### config.mk
export PLATFORM = sky130hd
export DESIGN_NAME = scpi_message_parser
export DESIGN_NICKNAME = d
export VERILOG_FILES = /design/src/core/msg_parser_pkg.sv /design/src/core/scpi_message_parser.sv
export SDC_FILE = /design/constraint.sdc
export NUM_CORES = 2
export LEC_CHECK = 0
export ABC_AREA = 1
export BUFFER_PORTS_ARGS = -buffer_cell sky130_fd_sc_hd__buf_4
export CORE_MARGIN = 8
export CORE_UTILIZATION = 55
export CTS_CLUSTER_SIZE = 25
export DETAILED_ROUTE_END_ITERATION = 6
export GPL_TIMING_DRIVEN = 0
export PLACE_DENSITY = 0.7
export SETUP_SLACK_MARGIN = 0.5
export SYNTH_ARGS = -nofsm -noshare
export SYNTH_HDL_FRONTEND = slang
export SYNTH_HIERARCHICAL = 1
export SYNTH_SLANG_ARGS = --single-unit
### constraint.sdc
create_clock -name i_ref_clk -period 31.2 [get_ports i_ref_clk]
set_input_delay 6.24 -clock i_ref_clk [delete_from_list [all_inputs] [get_ports i_ref_clk]]
set_output_delay 6.24 -clock i_ref_clk [all_outputs]
set_load 0.01 [all_outputs]
### src/core/msg_parser_pkg.sv
package msg_parser_pkg;

  // ---------------------------------------------------------------------------
  // Character codes
  // ---------------------------------------------------------------------------
  localparam logic [7:0] CHR_NEWLINE = 8'h0a;
  localparam logic [7:0] CHR_COLON   = 8'h3a;
  localparam logic [7:0] CHR_SEMI    = 8'h3b;
  localparam logic [7:0] CHR_QUERY   = 8'h3f;
  localparam logic [7:0] CHR_SPACE   = 8'h20;
  localparam logic [7:0] CHR_STAR    = 8'h2a;
  localparam logic [7:0] CASE_BIT    = 8'h20;

  // ---------------------------------------------------------------------------
  // Keyword table layout
  // ---------------------------------------------------------------------------
  localparam int KW_CHARS    = 12;
  localparam int KW_COUNT    = 16;
  localparam int KW_IDX_W    = 4;
  localparam int DEPTH_W     = 3;
  localparam int PARAM_CHARS = 16;
  localparam int LEN_W       = 5;
  localparam int SHORT_MAX   = 4;
  localparam int FULL_MIN    = 5;
  localparam int VOWEL_SHORT = 3;
  localparam int FIFO_DEPTH  = 8;

  localparam logic [DEPTH_W-1:0] DEPTH_RESET = 3'h0;
  localparam logic [KW_IDX_W-1:0] KW_NONE    = 4'hf;

  typedef logic [KW_CHARS*8-1:0] kw_text_type;

  // Keyword table: full spellings, upper case, left aligned, space padded.
  localparam kw_text_type KW_TABLE [KW_COUNT] = '{
    "ABORT       ", "CALIBRATE   ", "DISPLAY     ", "INITIATE    ",
    "LIST        ", "MEASURE     ", "OUTPUT      ", "SOURCE      ",
    "STATUS      ", "SYSTEM      ", "TRIGGER     ", "VOLTAGE     ",
    "CURRENT     ", "LEVEL       ", "IMMEDIATE   ", "MODE        "
  };

  typedef enum logic [5:0] {
    ST_KEYWORD = 6'h01,
    ST_QUERY   = 6'h02,
    ST_PARAM   = 6'h04,
    ST_EMIT    = 6'h08,
    ST_SKIP    = 6'h10,
    ST_HOLD    = 6'h20
  } state_type;

endpackage : msg_parser_pkg

### src/core/scpi_message_parser.sv
// Contract
// - A keyword abbreviates to itself up to four letters, otherwise to four letters or three if the fourth is a vowel.
// - Only the complete full spelling or exactly the abbreviation is accepted; anything else is an error.
// - Keyword matching ignores letter case.
// - A colon between keywords steps one level down the command hierarchy.
// - A question mark right after the last keyword marks the unit as a query.
// - A message is units plus a terminator, and a character with line end asserted also terminates; in the code a colon, space or ? after a keyword does not.
// - One space separated parameter, numeric or string, may follow the keyword.
// - Newline 0a or a character with line end asserted terminates; it closes the message and returns to the root.
// In the code a colon, space or ? after a keyword does not terminate even with line end asserted.
// - Semicolons split a message into units.
// - A leading colon on a unit resolves its first keyword from the root.
`timescale 1ns/1ps
`default_nettype none

// -----------------------------------------------------------------------------
// Output FIFO
// -----------------------------------------------------------------------------
module unit_fifo #(
  parameter int WIDTH = 8,
  parameter int DEPTH = 8
) (
  input  wire logic             i_ref_clk,
  input  wire logic             i_nrst,
  input  wire logic             i_in_valid,
  input  wire logic [WIDTH-1:0] i_in_data,
  output logic                  o_in_ready,
  output logic                  o_out_valid,
  output logic [WIDTH-1:0]      o_out_data,
  input  wire logic             i_out_ready
);
  localparam int AW = $clog2(DEPTH);
  logic [WIDTH-1:0] mem_q [DEPTH];
  logic [AW-1:0]    wr_q;
  logic [AW-1:0]    rd_q;
  logic [AW:0]      cnt_q;
  logic             push;
  logic             pop;

  assign o_in_ready  = (cnt_q != (AW+1)'(DEPTH));
  assign o_out_valid = (cnt_q != '0);
  assign push        = i_in_valid && o_in_ready;
  assign pop         = o_out_valid && i_out_ready;
  assign o_out_data  = mem_q[rd_q];

  always_ff @(posedge i_ref_clk)
  begin
    if (push)
    begin
      mem_q[wr_q] <= i_in_data;
    end
  end

  always_ff @(posedge i_ref_clk or negedge i_nrst)
  begin
    if (!i_nrst)
    begin
      wr_q  <= '0;
      rd_q  <= '0;
      cnt_q <= '0;
    end
    else
    begin
      if (push)
      begin
        wr_q <= (wr_q == AW'(DEPTH-1)) ? '0 : wr_q + 1'b1;
      end
      if (pop)
      begin
        rd_q <= (rd_q == AW'(DEPTH-1)) ? '0 : rd_q + 1'b1;
      end
      cnt_q <= cnt_q + (AW+1)'(push) - (AW+1)'(pop);
    end
  end
endmodule : unit_fifo

// -----------------------------------------------------------------------------
// Parser
// -----------------------------------------------------------------------------
module scpi_message_parser (
  // Clock and reset
  input  wire logic                                i_ref_clk,
  input  wire logic                                i_nrst,
  // Character stream from the host port
  input  wire logic                                i_chr_valid,
  input  wire logic [7:0]                          i_chr_data,
  input  wire logic                                i_line_end_assert,
  output logic                                     o_chr_ready,
  // Parsed message units
  output logic                                     o_unit_valid,
  input  wire logic                                i_unit_ready,
  output logic [msg_parser_pkg::DEPTH_W*msg_parser_pkg::KW_IDX_W-1:0] o_unit_path,
  output logic [msg_parser_pkg::DEPTH_W-1:0]       o_unit_depth,
  output logic                                     o_unit_query,
  output logic                                     o_unit_has_param,
  output logic [msg_parser_pkg::PARAM_CHARS*8-1:0] o_unit_param,
  output logic                                     o_unit_msg_end,
  // Status
  output logic                                     o_cmd_error
);
  localparam int KW  = msg_parser_pkg::KW_IDX_W;
  localparam int DW  = msg_parser_pkg::DEPTH_W;
  localparam int PW  = msg_parser_pkg::PARAM_CHARS*8;
  localparam int UW  = DW*KW + DW + 3 + PW;
  localparam int NK  = msg_parser_pkg::KW_CHARS;

  msg_parser_pkg::state_type state_q;
  logic [NK*8-1:0]    word_q;
  logic [msg_parser_pkg::LEN_W-1:0] wlen_q;
  logic [DW*KW-1:0]   path_q;
  logic [DW*KW-1:0]   path_vis;
  logic [DW-1:0]      depth_q;
  logic [DW-1:0]      base_q;
  logic               query_q;
  logic               hasp_q;
  logic               end_q;
  logic [PW-1:0]      param_q;
  logic [msg_parser_pkg::LEN_W-1:0] plen_q;
  logic               err_q;
  logic [UW-1:0]      unit_d;
  logic               fifo_ready;
  logic               unit_push;
  logic               take;
  logic               term;
  logic [7:0]         up_chr;
  logic [KW-1:0]      match_idx;
  logic               word_ok;
  logic               overflow;

  // Upper-case folding makes comparison blind to case.
  assign up_chr = ((i_chr_data >= 8'h61) && (i_chr_data <= 8'h7a)) ?
                  (i_chr_data & ~msg_parser_pkg::CASE_BIT) : i_chr_data;
  assign term   = (i_chr_data == msg_parser_pkg::CHR_NEWLINE) || i_line_end_assert;
  assign take   = i_chr_valid && o_chr_ready;
  assign o_chr_ready = (state_q != msg_parser_pkg::ST_EMIT) &&
                       (state_q != msg_parser_pkg::ST_HOLD);
  assign unit_push = (state_q == msg_parser_pkg::ST_EMIT);
  assign overflow  = (depth_q == '1);

  // Short form: whole word up to four letters, else four, or three on a vowel.
  function automatic logic [msg_parser_pkg::LEN_W-1:0] short_len(input logic [NK*8-1:0] w);
    logic [msg_parser_pkg::LEN_W-1:0] n;
    logic [7:0] c4;
    n  = '0;
    c4 = w[NK*8-25 -: 8];
    for (int i = 0; i < NK; i++)
    begin
      if (w[NK*8-1-8*i -: 8] != msg_parser_pkg::CHR_SPACE)
      begin
        n = msg_parser_pkg::LEN_W'(i + 1);
      end
    end
    if (n >= msg_parser_pkg::LEN_W'(msg_parser_pkg::FULL_MIN))
    begin
      n = msg_parser_pkg::LEN_W'(msg_parser_pkg::SHORT_MAX);
      if (c4 == "A" || c4 == "E" || c4 == "I" || c4 == "O" || c4 == "U")
      begin
        n = msg_parser_pkg::LEN_W'(msg_parser_pkg::VOWEL_SHORT);
      end
    end
    return n;
  endfunction : short_len

  // Exact full or exact short spelling only.
  always_comb
  begin
    logic [NK*8-1:0] full;
    logic [msg_parser_pkg::LEN_W-1:0] sl;
    logic            same_prefix;
    full        = '0;
    sl          = '0;
    same_prefix = 1'b0;
    match_idx = msg_parser_pkg::KW_NONE;
    word_ok   = 1'b0;
    for (int k = 0; k < msg_parser_pkg::KW_COUNT; k++)
    begin
      full = msg_parser_pkg::KW_TABLE[k];
      sl   = short_len(full);
      same_prefix = 1'b1;
      for (int i = 0; i < NK; i++)
      begin
        if ((msg_parser_pkg::LEN_W'(i) < sl) && (word_q[NK*8-1-8*i -: 8] != full[NK*8-1-8*i -: 8]))
        begin
          same_prefix = 1'b0;
        end
      end
      if ((word_q == full) || (same_prefix && (wlen_q == sl)))
      begin
        if (!word_ok)
        begin
          match_idx = KW'(k);
        end
        word_ok = 1'b1;
      end
    end
  end

  // Levels above the current depth keep keywords of earlier units, so they are masked off.
  always_comb
  begin
    path_vis = '0;
    for (int l = 0; l < DW; l++)
    begin
      if (DW'(l) < depth_q)
      begin
        path_vis[l*KW +: KW] = path_q[l*KW +: KW];
      end
    end
  end

  assign unit_d = {path_vis, depth_q, query_q, hasp_q, end_q, param_q};

  unit_fifo #(
    .WIDTH (UW),
    .DEPTH (msg_parser_pkg::FIFO_DEPTH)
  ) u_fifo (
    .i_ref_clk   (i_ref_clk),
    .i_nrst      (i_nrst),
    .i_in_valid  (unit_push),
    .i_in_data   (unit_d),
    .o_in_ready  (fifo_ready),
    .o_out_valid (o_unit_valid),
    .o_out_data  ({o_unit_path, o_unit_depth, o_unit_query, o_unit_has_param,
                   o_unit_msg_end, o_unit_param}),
    .i_out_ready (i_unit_ready)
  );

  assign o_cmd_error = err_q;

  // ---------------------------------------------------------------------------
  // Character sequencer
  // ---------------------------------------------------------------------------
  always_ff @(posedge i_ref_clk or negedge i_nrst)
  begin
    if (!i_nrst)
    begin
      state_q <= msg_parser_pkg::ST_KEYWORD;
      word_q  <= {NK{msg_parser_pkg::CHR_SPACE}};
      wlen_q  <= '0;
      path_q  <= '0;
      depth_q <= msg_parser_pkg::DEPTH_RESET;
      base_q  <= msg_parser_pkg::DEPTH_RESET;
      query_q <= 1'b0;
      hasp_q  <= 1'b0;
      end_q   <= 1'b0;
      param_q <= '0;
      plen_q  <= '0;
      err_q   <= 1'b0;
    end
    else
    begin
      err_q <= 1'b0;
      case (state_q)
        msg_parser_pkg::ST_KEYWORD:
        begin
          if (take)
          begin
            if (i_chr_data == msg_parser_pkg::CHR_COLON || term ||
                i_chr_data == msg_parser_pkg::CHR_SPACE ||
                i_chr_data == msg_parser_pkg::CHR_QUERY ||
                i_chr_data == msg_parser_pkg::CHR_SEMI)
            begin
              if (wlen_q == '0)
              begin
                if (i_chr_data == msg_parser_pkg::CHR_COLON && depth_q == base_q)
                begin
                  depth_q <= msg_parser_pkg::DEPTH_RESET;
                  base_q  <= msg_parser_pkg::DEPTH_RESET;
                end
                else if (term)
                begin
                  depth_q <= msg_parser_pkg::DEPTH_RESET;
                  base_q  <= msg_parser_pkg::DEPTH_RESET;
                end
                else
                begin
                  // A semicolon is itself the next separator, so parsing resumes at once.
                  err_q   <= 1'b1;
                  state_q <= (i_chr_data == msg_parser_pkg::CHR_SEMI) ?
                             msg_parser_pkg::ST_KEYWORD : msg_parser_pkg::ST_SKIP;
                end
              end
              else if (!word_ok || overflow)
              begin
                err_q   <= 1'b1;
                state_q <= (term || i_chr_data == msg_parser_pkg::CHR_SEMI) ?
                           msg_parser_pkg::ST_KEYWORD : msg_parser_pkg::ST_SKIP;
                if (term)
                begin
                  depth_q <= msg_parser_pkg::DEPTH_RESET;
                  base_q  <= msg_parser_pkg::DEPTH_RESET;
                end
                else
                begin
                  depth_q <= base_q;
                end
              end
              else
              begin
                path_q[depth_q*KW +: KW] <= match_idx;
                depth_q <= depth_q + 1'b1;
                if (i_chr_data == msg_parser_pkg::CHR_QUERY)
                begin
                  query_q <= 1'b1;
                  state_q <= msg_parser_pkg::ST_QUERY;
                end
                else if (i_chr_data == msg_parser_pkg::CHR_SPACE)
                begin
                  state_q <= msg_parser_pkg::ST_PARAM;
                end
                else if (i_chr_data != msg_parser_pkg::CHR_COLON)
                begin
                  end_q   <= term;
                  state_q <= msg_parser_pkg::ST_EMIT;
                end
              end
              word_q <= {NK{msg_parser_pkg::CHR_SPACE}};
              wlen_q <= '0;
            end
            else if (wlen_q == msg_parser_pkg::LEN_W'(NK))
            begin
              err_q   <= 1'b1;
              depth_q <= base_q;
              state_q <= msg_parser_pkg::ST_SKIP;
            end
            else
            begin
              word_q[NK*8-1-8*wlen_q -: 8] <= up_chr;
              wlen_q <= wlen_q + 1'b1;
            end
          end
        end
        msg_parser_pkg::ST_QUERY:
        begin
          if (take)
          begin
            if (i_chr_data == msg_parser_pkg::CHR_SPACE)
            begin
              state_q <= msg_parser_pkg::ST_PARAM;
            end
            else if (term || i_chr_data == msg_parser_pkg::CHR_SEMI)
            begin
              end_q   <= term;
              state_q <= msg_parser_pkg::ST_EMIT;
            end
            else
            begin
              err_q   <= 1'b1;
              query_q <= 1'b0;
              depth_q <= base_q;
              state_q <= msg_parser_pkg::ST_SKIP;
            end
          end
        end
        msg_parser_pkg::ST_PARAM:
        begin
          if (take)
          begin
            if (term || i_chr_data == msg_parser_pkg::CHR_SEMI)
            begin
              end_q   <= term;
              state_q <= msg_parser_pkg::ST_EMIT;
            end
            else if (plen_q == msg_parser_pkg::LEN_W'(msg_parser_pkg::PARAM_CHARS))
            begin
              err_q   <= 1'b1;
              query_q <= 1'b0;
              hasp_q  <= 1'b0;
              param_q <= '0;
              plen_q  <= '0;
              depth_q <= base_q;
              state_q <= msg_parser_pkg::ST_SKIP;
            end
            else
            begin
              hasp_q  <= 1'b1;
              param_q <= {param_q[PW-9:0], i_chr_data};
              plen_q  <= plen_q + 1'b1;
            end
          end
        end
        msg_parser_pkg::ST_EMIT:
        begin
          state_q <= msg_parser_pkg::ST_HOLD;
        end
        msg_parser_pkg::ST_HOLD:
        begin
          // Wait only when the FIFO filled, so the sender is back-pressured.
          if (fifo_ready)
          begin
            query_q <= 1'b0;
            hasp_q  <= 1'b0;
            param_q <= '0;
            plen_q  <= '0;
            end_q   <= 1'b0;
            state_q <= msg_parser_pkg::ST_KEYWORD;
            if (end_q)
            begin
              depth_q <= msg_parser_pkg::DEPTH_RESET;
              base_q  <= msg_parser_pkg::DEPTH_RESET;
            end
            else
            begin
              depth_q <= depth_q - 1'b1;
              base_q  <= depth_q - 1'b1;
            end
          end
        end
        msg_parser_pkg::ST_SKIP:
        begin
          if (take && (term || i_chr_data == msg_parser_pkg::CHR_SEMI))
          begin
            state_q <= msg_parser_pkg::ST_KEYWORD;
            if (term)
            begin
              depth_q <= msg_parser_pkg::DEPTH_RESET;
              base_q  <= msg_parser_pkg::DEPTH_RESET;
            end
          end
        end
        default:
        begin
          state_q <= msg_parser_pkg::ST_KEYWORD;
        end
      endcase
    end
  end

endmodule : scpi_message_parser
`default_nettype wire

==> qor.txt <==
HP Class - flop to flop
Mux cell area share after synthesis - 0.0001743
Crit Path Category - flop to output port
Compound-gate portion of the synthesized area - 0.03072
Share of cells above drive strength 1 - 0.1166
Synth Area in Simple Gates - 0.2000
Die width - 358.7 microns
Yosys cell types - 54
Data arrival time of the critical path - 3.51 ns
Syn avg cell area - 9.644 sq um
GPL Wtd Cong - 0.9075
EDFF count, synth - 1168
Worst setup margin - 21.45 ns
Num CTS Buffers - 146
DRC Markers - 2
Min Hold Slack - 0.4808 ns
Type of destination of the critical path - output port
Largest net degree at the start of global routing - 100
Post-synthesis sequential area ratio - 0.6486
Pre-CTS setup slack - 21.66 ns
Adder-cell area share of the yosys netlist - 0.004765
Status - complete, but fails checks
Setup Fix Bufs, Post-CTS - 0
Most frequent cell after synthesis - nand2_1
Core Area - 0.1164 sq mm
Antenna-violating nets left - 0
Slew @ Worst Pin - 1.350 ns
Fmax - 0.1026 GHz
# diodes - 0
Hold Violations, Final - 0
Post-Synth XOR/XNOR Area - 0.001220
DR iter-0 viols - 5045
WL/cell - 20.12 microns
Clock Sink Count - 1440
Minimum clock period after layout - 9.748 ns
Vias per cell - 5.342
GR Overflow Total - 0
Syn Inst Count - 6698
Skew final - 0.03401 ns
Largest family of logic cells by synthesized area - simple AND/OR/NAND/NOR gates
Vias in the first global route - 45230
First-pass GRT wire length - 265500 microns
Final Setup Violations - 0
Setup crit start kind - flop
Total Routing Usage GR - 0.2725
Synth-to-Final Area Change - 15.01%
Failing checks - design-rule violations
Io pins - 162
1st-pass router iterations - 7
Nets - 7191
Max-cap violations - 0
Post-cts sizing count - 0
Die H - 358.7 microns
Number of antenna violations at the first check in global routing - 5
DRT Wirelength - 177100 microns
Leakage - 35.64 nW
Slew HR - 0.09996
Mapped cell area - 0.06459 sq mm
Starting Density - 0.5551
Clk Latency, worst-skew pair - 0.78 ns
CTS tree - done
RSZ-0062 raised after global routing - false
Yosys warns - 6
Die area - 0.1287 sq mm
Synth area leaders - edfxtp_1 54%, nand2_1 13%, dfrtp_1 10%
H-tree Lvls - 4
Input/output buffers - 161
TNS Setup - 0 ns
CTS Hold Buffers Added - 0
DR vias - 47000
Max clock buf depth - 3
Post-synth ARST share - 0.1889
Core Rows - 125
Yosys reg bits - 1440
Worst EP required - 24.96 ns
Clock root buffer - clkbuf_16
Slew Viols, Final - 0
VDD IR max - 0.05001 mV
Net Count, Synth - 6735
Biggest area consumer among synthesized cells - edfxtp_1
Critical path peak fanout - 10
Main flop type after synthesis - edfxtp_1
Post-synth top area share - 0.5430
Clk slew on worst S/H paths - 0.06 ns
Power Density - 80.42 mW/mm^2
Synth top cells by count - 2158 x nand2_1, 1479 x inv_1, 1168 x edfxtp_1
Total power - 0.005974 W
Final Cycle Share - 0.3124
Detailed placer's ending HPWL - 121000 microns
## sequential cells by signal, summed over array words and instances (netlist names), 3 cells and up
signal,flops
base_q,3
depth_q,3
param_q,128
path_q,12
plen_q,5
state_q,6
u_fifo/cnt_q,4
u_fifo/mem_q,1168
u_fifo/rd_q,3
u_fifo/wr_q,3
wlen_q,5
word_q,96
## layer usage
metal,wire [microns],part of all wire,track usage
met1,69530,0.39,0.3562
met2,84740,0.48,0.4516
met3,14620,0.083,0.04118
met4,8134,0.046,0.1240
met5,28,0.00016,0
## placed cells by master, fill, tap and decap left out, types with 92 or more instances in the layout
| master | synthesis | layout |
|---|---|---|
| buf_2 | 152 | 152 |
| buf_4 | 9 | 177 |
| buf_6 | 57 | 176 |
| clkbuf_1 | 53 | 92 |
| clkbuf_16 | 0 | 152 |
| dfrtp_1 | 259 | 259 |
| edfxtp_1 | 1168 | 1168 |
| inv_1 | 1479 | 1479 |
| nand2_1 | 2158 | 2158 |
| nand3_1 | 659 | 659 |
| nor2_1 | 174 | 174 |
| o22ai_1 | 201 | 201 |
## cells by family (layout without fill, tap and decap cells)
logic type                 count (synthesis)  in the layout
DFF                                     1440           1440
adders and majority gates                 24             24
AOI/OAI and AO/OA                        315            315
muxes                                      1              1
and+or+nand+nor                         3114           3114
buffers and inverters                   1795           2372
xor gates and xnor gates                   9              9
## final timing paths
kind                                start                   to  slack [ns]  cells past startpoint
setup / recovery           u_fifo/rd_q[2]     o_unit_param[57]       21.45                      6
hold / removal                  path_q[7]            path_q[7]        0.48                      2
setup reg to reg               state_q[1]  u_fifo/mem_q[3][95]       27.63                     12
hold reg to reg                 path_q[7]            path_q[7]        0.48                      2
max in group asynchronous          i_nrst          param_q[82]       24.27                      3
min in group asynchronous          i_nrst           word_q[46]        5.44                      1
## cell type report
type | instances | area, sq um
fillers | 9007 | 42070
flip-flops and latches | 1440 | 41900
multi-input cells | 3463 | 15340
inverters | 1523 | 5723
clock buffers | 200 | 4074
repair buffers | 308 | 2942
well taps | 1524 | 1907
plain buffers | 272 | 1673
clock inverters | 69 | 733.2
## stage by stage
stage	util	instance area [sq um]	std cells
6_report	0.6384	74290	8799
3_5_place_dp	0.5971	69480	8530
5_1_grt	0.6384	74290	8799
4_1_cts	0.6384	74290	8799
3_3_place_gp	0.5819	67710	8383
2_1_floorplan	-	64590	6698
## where the power goes
group          internal, W  leakage [nW]  switching [W]
combinational     0.000642          21.0        0.00141
clock              0.00102          2.34       0.000729
sequential         0.00212          12.3      0.0000419
## critical path: stages (launching register included)
cell and delay, ns:
dfrtp_1 0.40, inv_1 0.10, clkbuf_1 0.99, clkbuf_1 0.63, nand2_1 0.11, nand2_1 0.31
buf_4 0.19
Note: power is estimated with default switching activity, not from simulation.
